## config.mk

```make
export PLATFORM = sky130hd
export DESIGN_NAME = tsf_top
export DESIGN_NICKNAME = d
export VERILOG_FILES = /design/src/hw/tsf_pkg.sv /design/src/hw/tsf_fifo_if.sv /design/src/hw/tsf_fifo.sv /design/src/hw/tsf_top.sv
export VERILOG_INCLUDE_DIRS = /design/src /design/src/hw
export SDC_FILE = /design/constraint.sdc
export NUM_CORES = 2
export LEC_CHECK = 0
export CAP_MARGIN = 30
export CORE_ASPECT_RATIO = 1.2
export CORE_MARGIN = 2
export CORE_UTILIZATION = 35
export DETAILED_ROUTE_END_ITERATION = 8
export DONT_BUFFER_PORTS = 1
export PLACE_DENSITY = 0.57
export REMOVE_ABC_BUFFERS = 1
export SYNTH_ARGS = -nofsm -noshare
export SYNTH_HDL_FRONTEND = slang
export SYNTH_SLANG_ARGS = --single-unit
```

## constraint.sdc

```tcl
create_clock -name core_clk_i -period 10.46 [get_ports core_clk_i]
set_clock_uncertainty 0.1 [all_clocks]
set_input_delay 0.523 -clock core_clk_i [delete_from_list [all_inputs] [get_ports core_clk_i]]
set_output_delay 0.523 -clock core_clk_i [all_outputs]
set_load 0.1 [all_outputs]
```

## src/hw/tsf_consts.svh

```systemverilog
`ifndef TSF_CONSTS_SVH
`define TSF_CONSTS_SVH

// register indices, byte address is four times the index
`define TSF_IDX_FILL      16'hb7a2
`define TSF_IDX_POP       16'hb7c0
`define TSF_IDX_CTRL      16'hb7e0
`define TSF_IDX_IRQ_ST    16'hb7e1
`define TSF_IDX_IRQ_CLR   16'hb7e2
`define TSF_IDX_IRQ_EN    16'hb7e3
`define TSF_ADDR_W        18

// fill state codes
`define TSF_FILL_CODE_NONE        2'h0
`define TSF_FILL_CODE_BELOW_HALF  2'h1
`define TSF_FILL_CODE_ABOVE_HALF  2'h2
`define TSF_FILL_CODE_FULL_LOST   2'h3

// control register fields
`define TSF_CTRL_MODE_LSB 0
`define TSF_CTRL_CLR_BIT  8
`define TSF_MODE_RST      2'h0

// interrupt bit positions
`define TSF_IRQ_W         3
`define TSF_IRQ_CAPT      0
`define TSF_IRQ_HALF      1
`define TSF_IRQ_LOST      2
`define TSF_IRQ_EN_RST    3'h0

// stamp layout and default depth
`define TSF_STAMP_W       56
`define TSF_LO_W          32
`define TSF_HI_W          24
`define TSF_FIFO_DEPTH    64

`endif

```

## src/hw/tsf_pkg.sv

```systemverilog
`include "tsf_consts.svh"

package tsf_pkg;

    typedef enum logic [1:0] {
        TSF_PLAIN_COUNT_MODE       = 2'b00,
        TSF_CLEAR_ON_RUN_MODE      = 2'b01,
        TSF_SECONDS_REFERENCE_MODE = 2'b10,
        TSF_MODE_SPARE             = 2'b11
    } tsf_mode_t;

    typedef struct packed {
        logic [`TSF_LO_W-1:0]  cnt_lo;
        logic [`TSF_HI_W-1:0]  cnt_hi;
        logic                  word_hi;
        logic                  lost;
        logic [2:0]            sec_sync;
        logic                  sec_lvl;
        tsf_mode_t             mode;
        logic [`TSF_IRQ_W-1:0] irq_st;
        logic [`TSF_IRQ_W-1:0] irq_en;
        logic                  above_half;
        logic [31:0]           rd_data;
        logic                  irq;
    } tsf_top_st_t;

endpackage

```

## src/hw/tsf_fifo_if.sv

```systemverilog
`timescale 1ns/1ps

interface tsf_fifo_if #(
    parameter int DEPTH = 64,
    parameter int WIDTH = 56
);
    logic                       push_valid;
    logic                       push_ready;
    logic [WIDTH-1:0]           push_data;
    logic                       pop;
    logic [WIDTH-1:0]           head_data;
    logic [$clog2(DEPTH):0]     count;
    logic                       empty;
    logic                       full;

    modport fifo (
        input  push_valid, push_data, pop,
        output push_ready, head_data, count, empty, full
    );
    modport user (
        output push_valid, push_data, pop,
        input  push_ready, head_data, count, empty, full
    );
endinterface

```

## src/hw/tsf_fifo.sv

```systemverilog
`timescale 1ns/1ps

module tsf_fifo #(
    parameter int DEPTH = 64,
    parameter int WIDTH = 56
) (
    // clock and reset
    input  wire logic core_clk_i,
    input  wire logic rst_b_i,
    // storage port
    tsf_fifo_if.fifo  fif
);
    localparam int AW = $clog2(DEPTH);

    typedef struct packed {
        logic [AW-1:0] wp;
        logic [AW-1:0] rp;
        logic [AW:0]   cnt;
    } tsf_fifo_st_t;

    tsf_fifo_st_t     q;
    tsf_fifo_st_t     d;
    logic [WIDTH-1:0] mem [DEPTH];
    logic             do_push;
    logic             do_pop;

    if (DEPTH < 4 || (DEPTH & (DEPTH - 1)) != 0) begin : g_chk
        $error("tsf_fifo: DEPTH must be a power of two, at least 4");
    end

    assign fif.full       = (q.cnt == (AW+1)'(DEPTH));
    assign fif.empty      = (q.cnt == '0);
    assign fif.push_ready = !fif.full;
    assign fif.count      = q.cnt;
    assign fif.head_data  = mem[q.rp];
    assign do_push        = fif.push_valid && !fif.full;
    assign do_pop         = fif.pop && !fif.empty;

    always_comb begin
        d = q;
        if (do_push) begin
            d.wp = q.wp + 1'b1;
        end
        if (do_pop) begin
            d.rp = q.rp + 1'b1;
        end
        d.cnt = q.cnt + (AW+1)'(do_push) - (AW+1)'(do_pop);
    end

    always_ff @(posedge core_clk_i) begin
        if (do_push) begin
            mem[q.wp] <= fif.push_data;
        end
    end

    always_ff @(posedge core_clk_i or negedge rst_b_i) begin
        if (!rst_b_i) begin
            q <= '0;
        end else begin
            q <= d;
        end
    end
endmodule

```

## src/hw/tsf_top.sv

```systemverilog
// Local design decision: the plain strobed port.
`timescale 1ns/1ps
`include "tsf_consts.svh"

// Summary of operation
// fill state register reads code 0 while the stamp store is empty.
// code 1 when entries exist but no more than half is filled.
// code 2 when more than half of the store is occupied.
// code 3 when full or once a capture has been lost; this takes precedence over codes 0 to 2.
// reading the pop word register returns and removes one head word.
// pop word read on empty store returns zero, nothing changes.
// host needs two word reads to collect one whole stamp.
// stamps are 56 bits, zero-extended to a 64-bit two-word entry.
// counter advances once per sample enable since the last clear.
// counter value is stored when the internal trigger is recognised.
// capture latency is fixed by the event input timing, not varied.
// each trigger yields low word then high word, triggers in order.
// gate openings and closings each store one stamp, alternating.
// seconds mode: first word sample count, second word seconds count.
// seconds mode: low part clears on seconds edge, high counts seconds.
// clear-on-run mode clears the counter at each acquisition start.
// full store drops captures; lost state stays until reset.
// entry words are read out low word first, then high word.
module tsf_top
    import tsf_pkg::*;
#(
    parameter int DEPTH = `TSF_FIFO_DEPTH
) (
    // clock and reset
    input  wire logic                   core_clk_i,
    input  wire logic                   rst_b_i,
    // register port
    input  wire logic [`TSF_ADDR_W-1:0] addr_i,
    input  wire logic [31:0]            wdata_i,
    input  wire logic                   wr_i,
    input  wire logic                   rd_i,
    output logic      [31:0]            rdata_o,
    // acquisition events
    input  wire logic                   sample_en_i,
    input  wire logic                   trig_evt_i,
    input  wire logic                   gate_open_i,
    input  wire logic                   gate_close_i,
    input  wire logic                   acq_start_i,
    // seconds pin
    input  wire logic                   seconds_pin_i,
    // interrupt
    output logic                        irq_o
);
    localparam int CW = $clog2(DEPTH) + 1;
    localparam logic [CW-1:0] HALF = CW'(DEPTH / 2);

    if (DEPTH < 4 || (DEPTH & (DEPTH - 1)) != 0) begin : g_chk
        $error("tsf_top: DEPTH must be a power of two, at least 4");
    end

    function automatic logic hit(input logic [`TSF_ADDR_W-1:0] a, input logic [15:0] idx);
        hit = (a == {idx, 2'b00});
    endfunction

    // fill code
    function automatic logic [1:0] fill_code(input logic [CW-1:0] c, input logic f,
                                             input logic l);
        if (f || l) begin
            fill_code = `TSF_FILL_CODE_FULL_LOST;
        end else if (c > HALF) begin
            fill_code = `TSF_FILL_CODE_ABOVE_HALF;
        end else if (c != '0) begin
            fill_code = `TSF_FILL_CODE_BELOW_HALF;
        end else begin
            fill_code = `TSF_FILL_CODE_NONE;
        end
    endfunction

    logic [1:0]  rst_sync_q;
    logic        rst_b_q;
    tsf_top_st_t q;
    tsf_top_st_t d;
    logic        capt_c;
    logic        push_c;
    logic        pop_c;
    logic        sec_edge_c;
    logic        clr_c;
    logic        rd_pop_c;
    logic        rd_fill_c;

    tsf_fifo_if #(.DEPTH(DEPTH), .WIDTH(`TSF_STAMP_W)) fif ();

    tsf_fifo #(
        .DEPTH (DEPTH),
        .WIDTH (`TSF_STAMP_W)
    ) u_tsf_fifo (
        .core_clk_i (core_clk_i),
        .rst_b_i    (rst_b_q),
        .fif        (fif)
    );

    always_ff @(posedge core_clk_i or negedge rst_b_i) begin
        if (!rst_b_i) begin
            rst_sync_q <= 2'h0;
        end else begin
            rst_sync_q <= {rst_sync_q[0], 1'b1};
        end
    end
    assign rst_b_q = rst_sync_q[1];

    // store at recognition
    assign fif.push_valid = push_c;
    // R08 56-bit stamp
    assign fif.push_data  = {q.cnt_hi, q.cnt_lo};
    // in-order readout
    assign fif.pop        = pop_c;

    always_comb begin
        d          = q;
        pop_c      = 1'b0;
        sec_edge_c = 1'b0;
        rd_pop_c   = rd_i && hit(addr_i, `TSF_IDX_POP);
        rd_fill_c  = rd_i && hit(addr_i, `TSF_IDX_FILL);
        clr_c      = wr_i && hit(addr_i, `TSF_IDX_CTRL) && wdata_i[`TSF_CTRL_CLR_BIT];
        // every gate edge stores
        capt_c     = trig_evt_i || gate_open_i || gate_close_i;
        // same-cycle capture
        push_c     = capt_c;

        d.sec_sync = {q.sec_sync[1:0], seconds_pin_i};
        if (q.sec_sync[1] == q.sec_sync[2]) begin
            d.sec_lvl  = q.sec_sync[2];
            sec_edge_c = q.sec_sync[2] && !q.sec_lvl;
        end

        // count sample clocks
        if (sample_en_i) begin
            if (q.mode == TSF_SECONDS_REFERENCE_MODE) begin
                d.cnt_lo = q.cnt_lo + 1'b1;
            end else begin
                {d.cnt_hi, d.cnt_lo} = {q.cnt_hi, q.cnt_lo} + 56'h1;
            end
        end
        // seconds split counter
        if (q.mode == TSF_SECONDS_REFERENCE_MODE && sec_edge_c) begin
            d.cnt_lo = '0;
            d.cnt_hi = q.cnt_hi + 1'b1;
        end
        // clear at start
        if (clr_c || (q.mode == TSF_CLEAR_ON_RUN_MODE && acq_start_i)) begin
            d.cnt_lo = '0;
            d.cnt_hi = '0;
        end

        d.rd_data = 32'h0;
        if (rd_i) begin
            if (rd_pop_c) begin
                // empty read gives zero
                if (!fif.empty) begin
                    // low word first
                    if (!q.word_hi) begin
                        // first word count
                        d.rd_data = fif.head_data[`TSF_LO_W-1:0];
                        d.word_hi = 1'b1;
                    end else begin
                        // pop after high word
                        d.rd_data = {8'h0, fif.head_data[`TSF_STAMP_W-1:`TSF_LO_W]};
                        d.word_hi = 1'b0;
                        pop_c     = 1'b1;
                    end
                end
            end else if (rd_fill_c) begin
                d.rd_data = {30'h0, fill_code(fif.count, fif.full, q.lost)};
            end else if (hit(addr_i, `TSF_IDX_CTRL)) begin
                d.rd_data = {30'h0, q.mode};
            end else if (hit(addr_i, `TSF_IDX_IRQ_ST)) begin
                d.rd_data = {29'h0, q.irq_st};
            end else if (hit(addr_i, `TSF_IDX_IRQ_EN)) begin
                d.rd_data = {29'h0, q.irq_en};
            end
        end

        if (wr_i) begin
            if (hit(addr_i, `TSF_IDX_CTRL)) begin
                d.mode = tsf_mode_t'(wdata_i[`TSF_CTRL_MODE_LSB +: 2]);
            end else if (hit(addr_i, `TSF_IDX_IRQ_CLR)) begin
                d.irq_st = q.irq_st & ~wdata_i[`TSF_IRQ_W-1:0];
            end else if (hit(addr_i, `TSF_IDX_IRQ_EN)) begin
                d.irq_en = wdata_i[`TSF_IRQ_W-1:0];
            end
        end

        // drop and keep lost
        if (capt_c && fif.full) begin
            d.lost = 1'b1;
            d.irq_st[`TSF_IRQ_LOST] = 1'b1;
        end
        if (capt_c && !fif.full) begin
            d.irq_st[`TSF_IRQ_CAPT] = 1'b1;
        end
        d.above_half = (fif.count > HALF);
        if (d.above_half && !q.above_half) begin
            d.irq_st[`TSF_IRQ_HALF] = 1'b1;
        end
        d.irq = |(d.irq_st & d.irq_en);
    end

    always_ff @(posedge core_clk_i or negedge rst_b_q) begin
        if (!rst_b_q) begin
            q        <= '0;
            q.mode   <= tsf_mode_t'(`TSF_MODE_RST);
            q.irq_en <= `TSF_IRQ_EN_RST;
        end else begin
            q <= d;
        end
    end

    assign rdata_o = q.rd_data;
    assign irq_o   = q.irq;
endmodule

```

== After elaboration in Yosys (flattened, before gate mapping) ==
Memory sizes are Yosys's and may differ from the RTL's.
Cells that the tools add are included.

* Add/sub/neg operators: 7
* Order comparisons: 1
* Equality and inequality tests: 11
* Muxes and demuxes: 32
* Bitwise gates (word level): 4
* Reduce and logical (&&, ||, !) cells: 26

{| class="wikitable"
|+ Operators with widths
! operator !! number
|-
| 56-bit two-way mux || 3
|-
| 32-bit two-way mux || 5
|-
| 18-bit == test (second input constant) || 6
|-
| 56-bit by 1-bit adder with 56-bit output (second input constant) || 1
|-
| 32-bit by 1-bit adder with 32-bit output (second input constant) || 1
|-
| 24-bit by 1-bit adder with 24-bit output (second input constant) || 1
|-
| 24-bit two-way mux || 1
|-
| 3-bit two-way mux || 7
|-
| 6-bit by 1-bit adder with 6-bit output (second input constant) || 2
|-
| 1-bit two-way mux || 12
|-
| 6-bit two-way mux || 2
|-
| 1-bit logical AND || 11
|-
| 7-bit by 1-bit adder with 7-bit output || 1
|-
| 7-bit == test (second input constant) || 1
|-
| 7-bit by 6-bit > comparator with 1-bit output (second input constant) || 1
|-
| 7-bit zero test || 1
|-
| 7-bit nonzero test || 1
|-
| 7-bit by 1-bit subtractor with 7-bit output || 1
|-
| 3-bit bitwise AND || 2
|-
| 1-bit zero test || 4
|-
| 1-bit logical OR || 4
|-
| 2-bit two-way mux || 2
|-
| 2-bit AND reduction || 2
|-
| 3-bit by 1-bit != test with 1-bit output (second input constant) || 1
|-
| other kinds (8) || 8
|}

* Bits in registers: 125
* Memory bits (writable): 3584
* Bits of input ports: 60
* Memories: 1

{| class="wikitable"
|+ Memories
! name !! words !! width !! read ports !! clocked after Yosys merged registers in !! wr ports !! RTL line !! source
|-
| u_tsf_fifo.mem || 64 || 56 || 1 || 0 || 1 || tsf_fifo.sv:23 || <nowiki>logic [WIDTH-1:0] mem [DEPTH];</nowiki>
|}

== Logic depth before layout (Yosys ltp) ==
* Word-level depth: 8
* Mapped depth: 18
* Gate-level depth less buffers: 17

== Modules after synthesis ==
From an unflattened synthesis, not the netlist that was laid out.

* Cells, all modules: 6759
* Area, all modules: 143383.8 um^2

{| class="wikitable"
|+ By module, submodules not included
! module !! instances !! cells each !! area each (um^2) !! sequential area each (um^2)
|-
| tsf_fifo || 1 || 6192 || 137792.2 || 108098.7
|-
| tsf_top || 1 || 567 || 5591.6 || 2652.5
|}

== Worst setup path after synthesis ==
OpenSTA, ideal clock, no wires.

* Kind: register to register
* Start point: reg u_tsf_fifo.q, in the netlist u_tsf_fifo.fif.count[2]
* End point: mem u_tsf_fifo.mem[63][0] (enable)
* Setup time: 0.470 ns
* Arrival: 4.009 ns
* Path slack: 5.881 ns
* Stages on the path, launching flop included: 9
* Path buffers: 2
* Period minus slack after synthesis: 4.579 ns
* Path through: dfrtp_1 inv_1 ha_1 and3_1 a31oi_1 buf_1 nand4_1 clkbuf_1 nor2_1

* Longest elaborated chain between the ends: 5

{| class="wikitable"
|+ Ends and longest elaborated chain
! what !! RTL line !! source
|-
| from (decl) || tsf_fifo.sv:21 || <nowiki>tsf_fifo_st_t q;</nowiki>
|-
| from (signal assigned) || tsf_fifo.sv:58 || <nowiki>q <= '0;</nowiki>
|-
| from (signal assigned) || tsf_fifo.sv:60 || <nowiki>q <= d;</nowiki>
|-
| 7-bit == test || tsf_fifo.sv:31 || <nowiki>assign fif.full = (q.cnt == (AW+1)'(DEPTH));</nowiki>
|-
| 1-bit zero test || n/a ||
|-
| 1-bit logical AND || tsf_fifo.sv:36 || <nowiki>assign do_push = fif.push_valid && !fif.full;</nowiki>
|-
| named net u_tsf_fifo.do_push || tsf_fifo.sv:24 || <nowiki>logic do_push;</nowiki>
|-
| 1-bit two-way mux || tsf_fifo.sv:51 || <nowiki>if (do_push) begin</nowiki>
|-
| 1-bit two-way mux (implied by the code) || tsf_fifo.sv:52 || <nowiki>mem[q.wp] <= fif.push_data;</nowiki>
|-
| to (decl) || tsf_fifo.sv:23 ||
|}

The timed path passes the listed nets, and every way through them passes these cells.

==> metrics <==
status=completed; CTS sink cnt=3709; core area=about 400000 µm²; Setup TNS=0 ps; I/O pins=93; Via-to-Cell Ratio=~5.5; Hold Vio Cnt, Final=0; DP Worst Slack=about 5400 ps; GP Congestion=0.800; Compound-Gate Fraction of Synth Area=less than 1%; Worst slew margin=25.1%; initial antenna violation count=9; period utilization=slightly below 50%; Synth Area in XOR/XNOR=0.413%; post-layout util=around two fifths; CP endpoint kind=flop; Pleak=roughly 44 nW; mean routed wirelength per cell=31.9 µm; fin crit period=between 5000 and 6000 ps; Yosys reg bits=approximately 3700; most frequent cells in the layout=3584 x edfxtp_1, 1117 x mux4_2, 358 x clkbuf_16; Worst-path clk slew=roughly 70 ps; gr usage total=~18%; CP required=around 11000 ps; Hold Crit Class=in -> reg; cell area after layout=162000 µm²; Die W=586 µm; sequential element share of the synthesized area=roughly 78%; vias in the first global route=between 60000 and 70000; synth unique cells=65; main area contributors after synthesis=edfxtp_1 76%, mux4_2 18%, dfrtp_1 2.2%; Overflow after GRT=0; PD cells=200 nW/µm²; fin nets=roughly 6300; Num CTS Buffers=350; MaxCap Viol Count=0; dpl cell area=~150000 µm²; Mapped Cells=~5900; CP Launch Type=flop; HPWL after DPL=between 150000 and 200000 µm; Cell Area, Synth=~140000 µm²; top-area cell type share of the netlist area=between 70% and 80%; final non-filler cell total=~12000; largest net degree at the start of global routing=141; largest area contributor in the netlist=edfxtp_1; Peak VDD IR=about 0.00013 V; die height=about 700 µm; H-Tree Depth=5; largest family of logic cells by synthesized area=multiplexers; asr flop ratio synth=3.37%; worst-margin pin slew=around 1100 ps; Clock Latency Late Sink=930 ps; max-slew violations=0; clk buf depth=4; DRT Pass-1 Iters=5; commonest non-fill, non-tap cell in the layout=edfxtp_1; fin worst setup slack=approximately 5400 ps; Die Footprint=411000 µm²; worst-path fanout max=approximately 110; post-route ant nets=0; RSZ-0062 raised after global routing=no; drt first-iter violations=approximately 8000; final setup fails=0; first-pass GRT wire length=529000 µm; P&R area growth vs syn=14.2%; Synthesis Warnings=0; Adder-Cell Fraction of Synth Area=0.153%; simple-gate share of the synthesized area=under 10%; share of layout cells above drive strength 1=a little under a third; cell row count=~260; total power=32.4 mW; Top FF cell, synth=edfxtp_1; Routed WL=around 380000 µm; EDFF count, synth=between 3000 and 4000; WP data arrival=slightly below 6000 ps; clock root buffer=clkbuf_16; starting density of the core=approximately a third; DR vias=65500; Inst Count DP=between 10000 and 15000; crit path kind=reg -> reg; Post CTS Setup Buffer Count=0; IO Port Bufs=0; fmax=slightly below 200 MHz; Mapped Avg Cell Area=24.2 µm²; CTS tree=done; Fin Hold WS=slightly below 100 ps; drt drc=0; multiplexer share of the synthesized area=between 10% and 20%
==> cells in the mapped netlist, drive strengths merged, types with 10 or more instances <==
master	instances
nor2	159
inv	23
nor4b	11
clkbuf	123
nor3	15
o22ai	12
buf	213
mux2i	17
and3	17
xor2	40
mux4	1117
o221ai	17
nand4	30
o21ai	33
mux2	27
nand3	31
nand2	50
a211oi	10
a22oi	18
o22a	17
xnor2	27
nor2b	22
ha	15
edfxtp	3584
and2	10
dfrtp	125
a21oi	32
==> layout make-up <==
cell class / count / area [µm²]
fillers: 35000 / 242000
flip-flops and latches: 3709 / 111000
multi-input cells: 1803 / 30000
clock buffers: 421 / 9260
well taps: 5418 / 6780
repair buffers: 287 / 3080
clock inverters: 217 / 2130
inverters: 24 / 90.1
diodes: 5 / 12.5
==> cell families after synthesis <==
family	Yosys count
simple gates	385
fa+ha+maj	17
buf+inv	360
other cells	1
flops	3709
mux	1161
compound gates	172
xor+xnor	67
==> registers in the layout, indices dropped and copies added (netlist names) <==
name and cells:
rst_sync_q 2, fif.push_data 56, d 2, u_tsf_fifo.mem 3584, rdata_o 32, u_tsf_fifo.fif.count 7, u_tsf_fifo.q 12, q 13
irq_o 1
==> timing repair <==
action / CTS / global route
hold endpoints to repair: 24 / 0
resized for setup: 0 / 0
setup endpoints to repair: 0 / 0
hold buffers: 20 / 0
==> power breakdown <==
| group | switching, mW | total [mW] | leakage (nW) | internal [mW] |
|---|---|---|---|---|
| Sequential | 0.230 | 17.5 | 29.6 | 17.3 |
| Clock | 5.58 | 12.8 | 5.57 | 7.23 |
| Combinational | 1.54 | 2.06 | 8.78 | 0.520 |
| Total | 7.35 | 32.4 | 43.9 | 25.0 |
==> worst max-delay path: stages, from the launching register on <==
cell and delay [ps]:
dfrtp_4 760, buf_12 490, buf_4 890, mux4_2 420
mux2i_1 300, o32ai_1 190, o21ai_0 180, o211ai_1 120
nand3_1 430, o31ai_1 140, dlygate4sd3_1 580
==> layer usage <==
layer	track usage (%)	wire [µm]	vias up
met3	2.81	25900	549
met5	0	13	-
met1	24.0	149000	36600
met2	31.6	194000	2481
met4	4.55	9280	2
li1	-	-	25900
==> path summary, 6_finish.rpt <==
kind	startpoint	end	slack (ps)	cells past startpoint
worst max-delay path	u_tsf_fifo.q[8]	rdata_o[2]	5360	10
worst min-delay path	addr_i[3]	q[39]	100	4
worst max register to register	u_tsf_fifo.q[8]	rdata_o[2]	5360	10
worst min register to register	d[44]	d[45]	270	0
max in group asynchronous	rst_sync_q[1]	u_tsf_fifo.q[10]	8430	1
min in group asynchronous	rst_b_i	rst_sync_q[0]	260	2
No activity file was read; power rests on OpenSTA's default activity.
